**src/pwa_pkg.sv**
```systemverilog
package pwa_pkg;

    // ************************************************************
    // channel counts and widths
    // ************************************************************
    localparam int unsigned PWA_NUM_PWM = 4;
    localparam int unsigned PWA_NUM_CAP = 2;
    localparam int unsigned PWA_DATA_W  = 8;
    localparam int unsigned PWA_IRQ_W   = 3;

    // ************************************************************
    // register offsets
    // ************************************************************
    localparam logic [7:0] PWA_OFF_DUTY3    = 8'h73;
    localparam logic [7:0] PWA_OFF_DUTY2    = 8'h74;
    localparam logic [7:0] PWA_OFF_DUTY1    = 8'h75;
    localparam logic [7:0] PWA_OFF_DUTY0    = 8'h76;
    localparam logic [7:0] PWA_OFF_GATE_POL = 8'h77;
    localparam logic [7:0] PWA_OFF_TCS      = 8'h78;
    localparam logic [7:0] PWA_OFF_LIVE_CNT = 8'h79;
    localparam logic [7:0] PWA_OFF_RELOAD   = 8'h7A;
    localparam logic [7:0] PWA_OFF_CCS      = 8'h7B;
    localparam logic [7:0] PWA_OFF_CAP1     = 8'h7C;
    localparam logic [7:0] PWA_OFF_CAP2     = 8'h7D;
    localparam logic [7:0] PWA_OFF_IRQ_STAT = 8'h7E;
    localparam logic [7:0] PWA_OFF_IRQ_MASK = 8'h7F;

    // ************************************************************
    // field positions
    // ************************************************************
    localparam int unsigned PWA_GATE_LSB    = 4;
    localparam int unsigned PWA_POL_LSB     = 0;
    localparam int unsigned PWA_TCS_CLK_LSB = 4;
    localparam int unsigned PWA_TCS_RUN     = 3;
    localparam int unsigned PWA_TCS_FORCE   = 2;
    localparam int unsigned PWA_TCS_WRAP_IE = 1;
    localparam int unsigned PWA_TCS_WRAP_F  = 0;
    localparam int unsigned PWA_CCS_SEL_LSB = 4;
    localparam int unsigned PWA_CCS_IE_LSB  = 2;
    localparam int unsigned PWA_CCS_FLG_LSB = 0;
    localparam int unsigned PWA_IRQ_WRAP    = 2;

    // ************************************************************
    // values
    // ************************************************************
    localparam logic [7:0] PWA_RST_BYTE = 8'h00;
    localparam logic [7:0] PWA_CNT_TOP  = 8'hFF;
    localparam logic [7:0] PWA_CNT_STEP = 8'h01;

    // ************************************************************
    // carriers
    // ************************************************************
    typedef struct packed {
        logic [7:0] addr;
        logic [7:0] wdata;
        logic       wr;
        logic       rd;
    } pwa_bus_req_t;

    typedef struct packed {
        logic [3:0][7:0] duty;
        logic [3:0][7:0] shadow;
        logic [7:0]      gate_pol;
        logic [3:0]      clk_cfg;
        logic            run;
        logic            wrap_ie;
        logic            wrap_flag;
        logic [7:0]      cnt;
        logic [7:0]      reload;
        logic [1:0]      cap_sel;
        logic [1:0]      cap_ie;
        logic [1:0]      cap_flag;
        logic [1:0][7:0] cap_val;
        logic [1:0]      cap_prev;
        logic            armed;
        logic [2:0]      irq_stat;
        logic [2:0]      irq_mask;
        logic [7:0]      rdata;
        logic [3:0]      pwm;
        logic            wake;
    } pwa_state_t;

endpackage

```
**src/pwa_timer_out.sv**
```systemverilog
// Decided for this implementation: the strobed register port.
`timescale 1ns/100ps

// Function
// - each upper gate bit enables one pwm channel onto its pin.
// - polarity zero drives high while count at or below compare, else low.
// - changing a polarity bit inverts that output immediately.
// - per-channel duty value feeds its compare; reload sets shared first edge.
// - top two capture control bits always read zero.
// - edge select picks falling (0) or rising (1) capture trigger.
// - per-channel capture interrupt allow bit gates its interrupt.
// - hardware sets capture flag on every capture of that channel.
// - reading a capture value register clears its flag, nothing else does.
// - capture latches live count into read-only value register; writes ignored.
// - on overflow counter reloads and outputs take start-of-period level.
// - enabled capture edges raise interrupts and wake device from halt.
module pwa_timer_out
    import pwa_pkg::*;
(
    // clock and reset
    input  wire logic         clk_sys,
    input  wire logic         arst_n,
    // register port
    input  wire pwa_bus_req_t bus_req,
    output logic [7:0]        bus_rdata,
    // pwm pins
    output logic [3:0]        pwm_o,
    output logic [3:0]        pwm_oe,
    // capture pins and power state
    input  wire logic [1:0]   cap_in,
    input  wire logic         halt_i,
    output logic              wake_o,
    // interrupt
    output logic              irq_o
);

    // ************************************************************
    // decode helpers
    // ************************************************************

    // duty registers sit downward from channel 0
    function automatic logic duty_hit(input logic [7:0] a, input int unsigned k);
        duty_hit = (a == (PWA_OFF_DUTY0 - 8'(k)));
    endfunction

    // capture value registers sit upward from channel 0
    function automatic logic cap_hit(input logic [7:0] a, input int unsigned k);
        cap_hit = (a == (PWA_OFF_CAP1 + 8'(k)));
    endfunction

    // ************************************************************
    // state
    // ************************************************************
    pwa_state_t st_r;
    pwa_state_t st_nxt;
    logic       wrap;
    logic       force_ld;
    logic       period_start;
    logic [1:0] cap_ev;
    logic [7:0] rd_mux;

    // ************************************************************
    // next state
    // ************************************************************

    // write beats counting so software can load the live count on the fly
    always_comb begin
        st_nxt       = st_r;
        wrap         = 1'b0;
        force_ld     = 1'b0;
        cap_ev       = 2'b00;
        rd_mux       = PWA_RST_BYTE;
        st_nxt.armed = 1'b1;

        // free counter wraps from top back to reload
        if (st_r.run) begin
            if (st_r.cnt == PWA_CNT_TOP) begin
                st_nxt.cnt = st_r.reload;
                wrap       = 1'b1;
            end else begin
                st_nxt.cnt = st_r.cnt + PWA_CNT_STEP;
            end
        end

        // register writes
        if (bus_req.wr) begin
            for (int k = 0; k < PWA_NUM_PWM; k++) begin
                if (duty_hit(bus_req.addr, k)) begin
                    st_nxt.duty[k] = bus_req.wdata;
                end
            end
            case (bus_req.addr)
                PWA_OFF_GATE_POL: begin
                    st_nxt.gate_pol = bus_req.wdata;
                end
                PWA_OFF_TCS: begin
                    st_nxt.clk_cfg = bus_req.wdata[PWA_TCS_CLK_LSB +: 4];
                    st_nxt.run     = bus_req.wdata[PWA_TCS_RUN];
                    st_nxt.wrap_ie = bus_req.wdata[PWA_TCS_WRAP_IE];
                    if (bus_req.wdata[PWA_TCS_FORCE]) begin
                        st_nxt.cnt = st_r.reload;
                        force_ld   = 1'b1;
                    end
                end
                PWA_OFF_LIVE_CNT: begin
                    st_nxt.cnt = bus_req.wdata;
                end
                PWA_OFF_RELOAD: begin
                    st_nxt.reload = bus_req.wdata;
                end
                PWA_OFF_CCS: begin
                    st_nxt.cap_sel = bus_req.wdata[PWA_CCS_SEL_LSB +: 2];
                    st_nxt.cap_ie  = bus_req.wdata[PWA_CCS_IE_LSB +: 2];
                end
                PWA_OFF_IRQ_MASK: begin
                    st_nxt.irq_mask = bus_req.wdata[PWA_IRQ_W-1:0];
                end
                default: begin
                    // capture value writes fall here and do nothing
                end
            endcase
        end

        // compare shadows only move at period start, so no period is cut short
        period_start = wrap | force_ld;
        if (period_start) begin
            st_nxt.shadow = st_nxt.duty;
        end

        // read side effects clear first, hardware sets below win
        if (bus_req.rd) begin
            if (bus_req.addr == PWA_OFF_TCS) begin
                st_nxt.wrap_flag = 1'b0;
            end
            if (bus_req.addr == PWA_OFF_IRQ_STAT) begin
                st_nxt.irq_stat = '0;
            end
            for (int k = 0; k < PWA_NUM_CAP; k++) begin
                if (cap_hit(bus_req.addr, k)) begin
                    st_nxt.cap_flag[k] = 1'b0;
                end
            end
        end

        // overflow event
        if (wrap) begin
            st_nxt.wrap_flag = 1'b1;
            if (st_r.wrap_ie) begin
                st_nxt.irq_stat[PWA_IRQ_WRAP] = 1'b1;
            end
        end

        // capture edges; armed blocks a false edge from the reset value of prev
        st_nxt.cap_prev = cap_in;
        for (int k = 0; k < PWA_NUM_CAP; k++) begin
            cap_ev[k] = st_r.armed & (st_r.cap_sel[k] ? (cap_in[k] & ~st_r.cap_prev[k])
                                                      : (~cap_in[k] & st_r.cap_prev[k]));
            if (cap_ev[k]) begin
                st_nxt.cap_val[k]  = st_r.cnt;
                st_nxt.cap_flag[k] = 1'b1;
                if (st_r.cap_ie[k]) begin
                    st_nxt.irq_stat[k] = 1'b1;
                end
            end
        end

        // wake holds while halted once an allowed edge was seen
        st_nxt.wake = halt_i & (st_r.wake | (|(cap_ev & st_r.cap_ie)));

        // level from next count so reload and polarity act the same cycle
        for (int k = 0; k < PWA_NUM_PWM; k++) begin
            st_nxt.pwm[k] = (st_nxt.cnt <= st_nxt.shadow[k]) ^ st_nxt.gate_pol[PWA_POL_LSB + k];
        end

        // read mux, unmapped and reserved bits give zero
        for (int k = 0; k < PWA_NUM_PWM; k++) begin
            if (duty_hit(bus_req.addr, k)) begin
                rd_mux = st_r.duty[k];
            end
        end
        for (int k = 0; k < PWA_NUM_CAP; k++) begin
            if (cap_hit(bus_req.addr, k)) begin
                rd_mux = st_r.cap_val[k];
            end
        end
        case (bus_req.addr)
            PWA_OFF_GATE_POL: rd_mux = st_r.gate_pol;
            PWA_OFF_TCS:      rd_mux = {st_r.clk_cfg, st_r.run, 1'b0, st_r.wrap_ie, st_r.wrap_flag};
            PWA_OFF_LIVE_CNT: rd_mux = st_r.cnt;
            PWA_OFF_RELOAD:   rd_mux = st_r.reload;
            PWA_OFF_CCS:      rd_mux = {2'b00, st_r.cap_sel, st_r.cap_ie, st_r.cap_flag};
            PWA_OFF_IRQ_STAT: rd_mux = {5'h00, st_r.irq_stat};
            PWA_OFF_IRQ_MASK: rd_mux = {5'h00, st_r.irq_mask};
            default: begin
            end
        endcase
        st_nxt.rdata = bus_req.rd ? rd_mux : PWA_RST_BYTE;
    end

    // ************************************************************
    // state register
    // ************************************************************

    // whole block resets to zero
    always_ff @(posedge clk_sys or negedge arst_n) begin
        if (!arst_n) begin
            st_r <= '0;
        end else begin
            st_r <= st_nxt;
        end
    end

    // ************************************************************
    // outputs
    // ************************************************************

    // undriven pins are left to ordinary port function
    assign pwm_oe    = st_r.gate_pol[PWA_GATE_LSB +: PWA_NUM_PWM];
    assign pwm_o     = st_r.pwm;
    assign bus_rdata = st_r.rdata;
    assign wake_o    = st_r.wake;
    assign irq_o     = |(st_r.irq_stat & st_r.irq_mask);
endmodule

```
**config.mk**
```make
export PLATFORM = sky130hd
export DESIGN_NAME = pwa_timer_out
export DESIGN_NICKNAME = d
export VERILOG_FILES = /design/src/pwa_pkg.sv /design/src/pwa_timer_out.sv
export SDC_FILE = /design/constraint.sdc
export NUM_CORES = 1
export LEC_CHECK = 0
export BUFFER_PORTS_ARGS = -buffer_cell sky130_fd_sc_hd__buf_2
export CORE_MARGIN = 3
export CORE_UTILIZATION = 60
export CTS_CLUSTER_SIZE = 30
export DETAILED_ROUTE_END_ITERATION = 10
export PLACE_DENSITY = 0.84
export SLEW_MARGIN = 20
export SYNTH_ARGS = -nofsm -noshare
export SYNTH_HDL_FRONTEND = slang
export SYNTH_SLANG_ARGS = --single-unit
```
**constraint.sdc**
```tcl
create_clock -name clk_sys -period 3.2 [get_ports clk_sys]
set_input_delay 0.16 -clock clk_sys [delete_from_list [all_inputs] [get_ports clk_sys]]
set_output_delay 0.16 -clock clk_sys [all_outputs]
set_load 0.02 [all_outputs]
```
### Yosys cells after proc, flatten, opt, wreduce, memory -nomap -nowiden

Cells that the tools add are included.

* bits in latches: 0
* memory bits (read-only): 0
* output and inout bits: 18
* bits of input ports: 23
* memories kept: 0
* bits in writable memories: 0
* flip-flop bits (word level): 139

* reduce and logical (&&, ||, !) cells: 16
* shift operators: 0
* equal/unequal tests: 14
* bitwise logic cells: 19
* add/subtract/negate cells: 1
* multiplexer cells: 47
* $lt $le $gt $ge: 4
* div/mod/pow operators: 0
* $mul: 0

Operator list (count)
* $mux W8: 15
* $eq A8 B7 Y1 const B: 13
* $mux W32: 2
* $pmux W8 S7: 1
* $le A8 B8 Y1: 4
* $mux W1: 20
* $mux W20: 1
* $pmux W8 S2: 1
* $reduce_and A2 Y1: 8
* $reduce_bool A2 Y1: 6
* $mux W10: 1
* $add A8 B1 Y8 const B: 1
* $eq A8 B8 Y1 const B: 1
* $mux W4: 2
* $and A1 B1 Y1: 7
* $mux W3: 2
* $mux W6: 1
* $not A1 Y1: 4
* $xor A1 B1 Y1: 4
* $and A3 B3 Y3: 1
* $reduce_or A3 Y1: 1
* $and A2 B2 Y2: 1
* $mux W2: 1
* $or A1 B1 Y1: 2
* $reduce_or A2 Y1: 1

### Depth between registers and ports, before layout

* word-level depth: 9
* gate-level depth with buffers: 13
* depth with buffers taken out: 12

### Worst setup path before layout

OpenSTA, ideal clock, no wires.

* path kind: flip-flop to flip-flop
* start point: register st_r[52] in the netlist's numbering
* end point: register st_r, in the netlist pwm_o[0]
* path slack: 0.555 ns
* data arrival time: 2.523 ns
* cell stages (with the launch flop): 14
* clock period less this slack: 2.645 ns
* buffers on the path: 2
* required time: 3.077 ns
* library setup time: 0.123 ns
* path through: dfrtp_1 -> ha_1 -> nand3_1 -> nor3_1 -> a21o_4 -> buf_6 -> buf_2 -> o21ai_0 -> ha_1 -> nor2b_1 -> o21a_1 -> o21ai_0 -> a21oi_1 -> xnor2_1

RTL lines
* start, declared: line pwa_timer_out.sv:54 `pwa_state_t st_r;`
* start signal, assigned: line pwa_timer_out.sv:209 `st_r <= st_nxt;`

==> impl_results.md <==
* Status: complete, no violations
* CP startpoint: st_r[52]
* Placed Area at 0.007970 mm^2
* Warnings from Yosys at 0
* Pins Over Slew Limit at 0
* WP data required at 3510 ps
* DRC viols at 0
* Clk slew on worst S/H paths at 60 ps
* Initial core utilization at 62.15%
* Die width at 118.5 um
* GRT Total Usage at 29.26%
* Clock tree buffer depth at 2
* Worst path max stage delay at 450 ps
* Layout cells sized above 1 at 26.96%
* Rows at 40
* CTS Sinks at 139
* FF+latch count, synth at 139
* Vias/cell at 6.266
* Hold/Removal Path Class: in -> reg
* Ant. Diodes at 0
* Post-detailed-route count of antenna-violating nets at 0
* Final worst setup slack at 237.1 ps
* Syn Nets at 746
* # fillers at 938
* Hold wc startpoint: bus_req[0]
* NetSw at 1.459 mW
* Slew @ Worst Pin at 905.6 ps
* Worst-skew pair later-pin latency at 420 ps
* Switching share of power at 28.33%
* Fin crit period at 2963 ps
* CORE AREA at 0.01221 mm^2
* XOR/XNOR share of the synthesized area at 0.5770%
* Crit path cell chain: ha_1 -> nand3_1 -> nor3_1 -> buf_4 -> a21o_4 -> buf_12 -> nand2b_1 -> o21ai_0 -> ha_1 -> a21oi_1 -> o21ai_0 -> mux2i_1 -> a21oi_1 -> xnor2_1
* Netlist cell types at 68
* Final #Nets at 798
* Most common cell after layout, fill and taps aside: dfrtp_1
* WS Path Type: reg -> reg
* Post-Syn Area per Cell at 11.00 um^2
* Largest net degree at the start of global routing at 116
* PD cells at 597.1 mW/mm^2
* Starting DRT DRC Count at 494
* CTS tree: yes
* RSZ-0062 raised after global routing: no
* Detailed-route via count at 5771
* Final instance area at 0.008623 mm^2
* CP max-delay cell: dfrtp_2
* IO Count at 41
* Max VDD drop at 0.0004447 V
* Adder-cell share of the synthesized area at 5.440%
* First-pass GRT wire length at 31.91 mm
* Max Clk Rate at 337.5 MHz
* Initial antenna violation count at 0
* Drt total wl at 19.85 mm
* Share of the clock period used by the worst path at 92.59%
* Post-synth EDFFs at 0
* Post-synth ARST share at 100.0%
* Total global routing overflow at 0
* Die area at 0.01404 mm^2
* CP arrival at 3270 ps
* Vias in the first global route at 5755
* Port bufs at 40
* TNS Setup at 0 ps
* Register area share after synthesis at 45.83%
* Relative slew slack at 39.63%
* Critical-path maximum fanout at 34
* Sequential power share at 40.7%
* Startpoint types: flip-flop
* Internal at 3.691 mW
* Htree depth at 4
* Utilization after layout at 70.61%
* First-pass DRT Iterations at 5
* Area growth, synth to finish at 13.62%
* Logic pwr share at 21.0%
* Part of the power in the clock network at 38.3%
* Compound-Gate Fraction of Synth Area at 16.50%
* Mean routed wirelength per cell at 21.56 um
* Cell Area, Synth at 0.007590 mm^2
* Root Buffer Master: clkbuf_16
* Pleak at 3.925 nW
* Final GP Congestion at 1.037
* Post-place setup slack at 79.12 ps
* MaxCap Viol Count at 0
* Most frequent cells in the layout: 137 x dfrtp_1, 79 x mux2_2, 62 x o21ai_0, 40 x nand2_1, 39 x buf_2
* Synth Area in Simple Gates at 12.35%
* Main flop type after synthesis: dfrtp_1
* Die height at 118.5 um
* Post-route clock skew at 7.844 ps
* Final Hold Fails at 0
* Total CTS buffers at 17
* Origin of the critical flop-to-flop path: st_r[52]
* Setup bufs post-CTS at 0
* Final setup viols at 0
* Post-DP HPWL at 14.32 mm
* Crit end category: flip-flop
* Largest family of logic cells by synthesized area: compound AO/OA/AOI/OAI gates
* Post-Syn Instances at 690
* Multiplexer share of the synthesized area at 14.41%
==> state kept, by name, summed over array words and instances (netlist names) <==
| name | flops |
|---|---|
| st_r | 122 |
| bus_rdata | 8 |
| pwm_o | 4 |
| pwm_oe | 4 |
| wake_o | 1 |
==> path summary, 6_finish.rpt <==
check                                     to  cells after the start  slack, ps
worst max-delay path                pwm_o[2]                     14        240
worst min-delay path            bus_rdata[1]                      2         50
worst max register to register      pwm_o[2]                     14        240
worst min register to register      st_r[92]                      1        480
max in group asynchronous          st_r[120]                      3       1990
min in group asynchronous           st_r[43]                      2        440
==> repair_timing <==
item / 4_1_cts / 5_1_grt
hold endpoints to repair: 116 / 0
setup endpoints to repair: 0 / 4
hold buffers: 4 / 0
resized for setup: 0 / 5
==> cells by family (layout without fill, tap and decap cells) <==
| group | after synthesis | in the layout |
|---|---|---|
| simple gates | 162 | 162 |
| xor+xnor | 5 | 5 |
| buf+inv | 63 | 125 |
| flops | 139 | 139 |
| mux | 98 | 98 |
| fa+ha+maj | 33 | 33 |
| compound gates | 189 | 190 |
| other cells | 1 | 1 |
==> cell usage after synthesis, drive strengths merged (3+ instances only) <==
master	number	share of area, %
dfrtp	139	46
mux2	80	12
o21ai	65	4.3
nand2	41	2.1
buf	40	3.7
ha	33	5.4
o21a	33	3.3
nand2b	32	2.8
nor2	28	1.4
a21oi	26	1.7
mux2i	17	2.2
inv	16	0.79
nand3	13	0.92
a22oi	12	1.2
nand4	11	0.99
nor3	11	0.86
a221oi	7	0.81
a211oi	6	0.66
clkbuf	6	0.30
nor2b	6	0.49
o2bb2ai	6	0.69
a221o	5	0.66
nor4	5	1.1
o22ai	5	0.41
o32ai	4	0.46
xnor2	4	0.46
a21o	3	0.40
and3	3	0.25
==> final cells by class <==
class / count / area, um^2 / share of cell area [%]
Clock buffer: 22 / 474.2 / 5.499
Inverter: 17 / 63.81 / 0.7400
Sequential cell: 139 / 3481 / 40.37
Timing Repair Buffer: 78 / 516.7 / 5.992
Clock inverter: 8 / 117.6 / 1.364
Multi-Input combinational cell: 489 / 3760 / 43.60
Tap cell: 168 / 210.2 / 2.438
==> critical path, delay by kind of cell, from the launching register on <==
kind,cells,cell delay (ps)
AND/OR/NAND/NOR,3,280
multiplexers,1,180
AO/OA/AOI/OAI,5,820
buffers and inverters,2,360
XOR/XNOR,1,120
adder cells (fa/ha/maj),2,630
flip-flops,1,450
==> power by group through the flow <==
stage / combinational, mW / sequential, mW / clock [mW]
6_report: 1.08 / 2.09 / 1.97
2_1_floorplan: 0.745 / 2.06 / 0
5_1_grt: 1.20 / 2.11 / 2.07
3_5_place_dp: 1.06 / 2.11 / 0
3_3_place_gp: 0.995 / 2.10 / 0
4_1_cts: 1.07 / 2.09 / 1.99
==> per-layer routing <==
layer / GRT usage (%) / routed length (um) / up-vias
li1: - / - / 2639
met1: 39.21 / 8421 / 2852
met2: 46.84 / 9598 / 241
met3: 7.033 / 1302 / 39
met4: 10.43 / 531 / 0
met5: 0 / 0 / -
==> metrics by stage <==
step           total power [mW]  std cells  hold WS [ps]
6_report                  5.149        921         45.38
4_1_cts                   5.152        920         22.92
2_1_floorplan             2.800        690        -135.6
5_1_grt                   5.384        921         28.80
3_3_place_gp              3.099        886         295.4
3_5_place_dp              3.170        886         306.3
No activity file was read; power rests on OpenSTA's default activity.
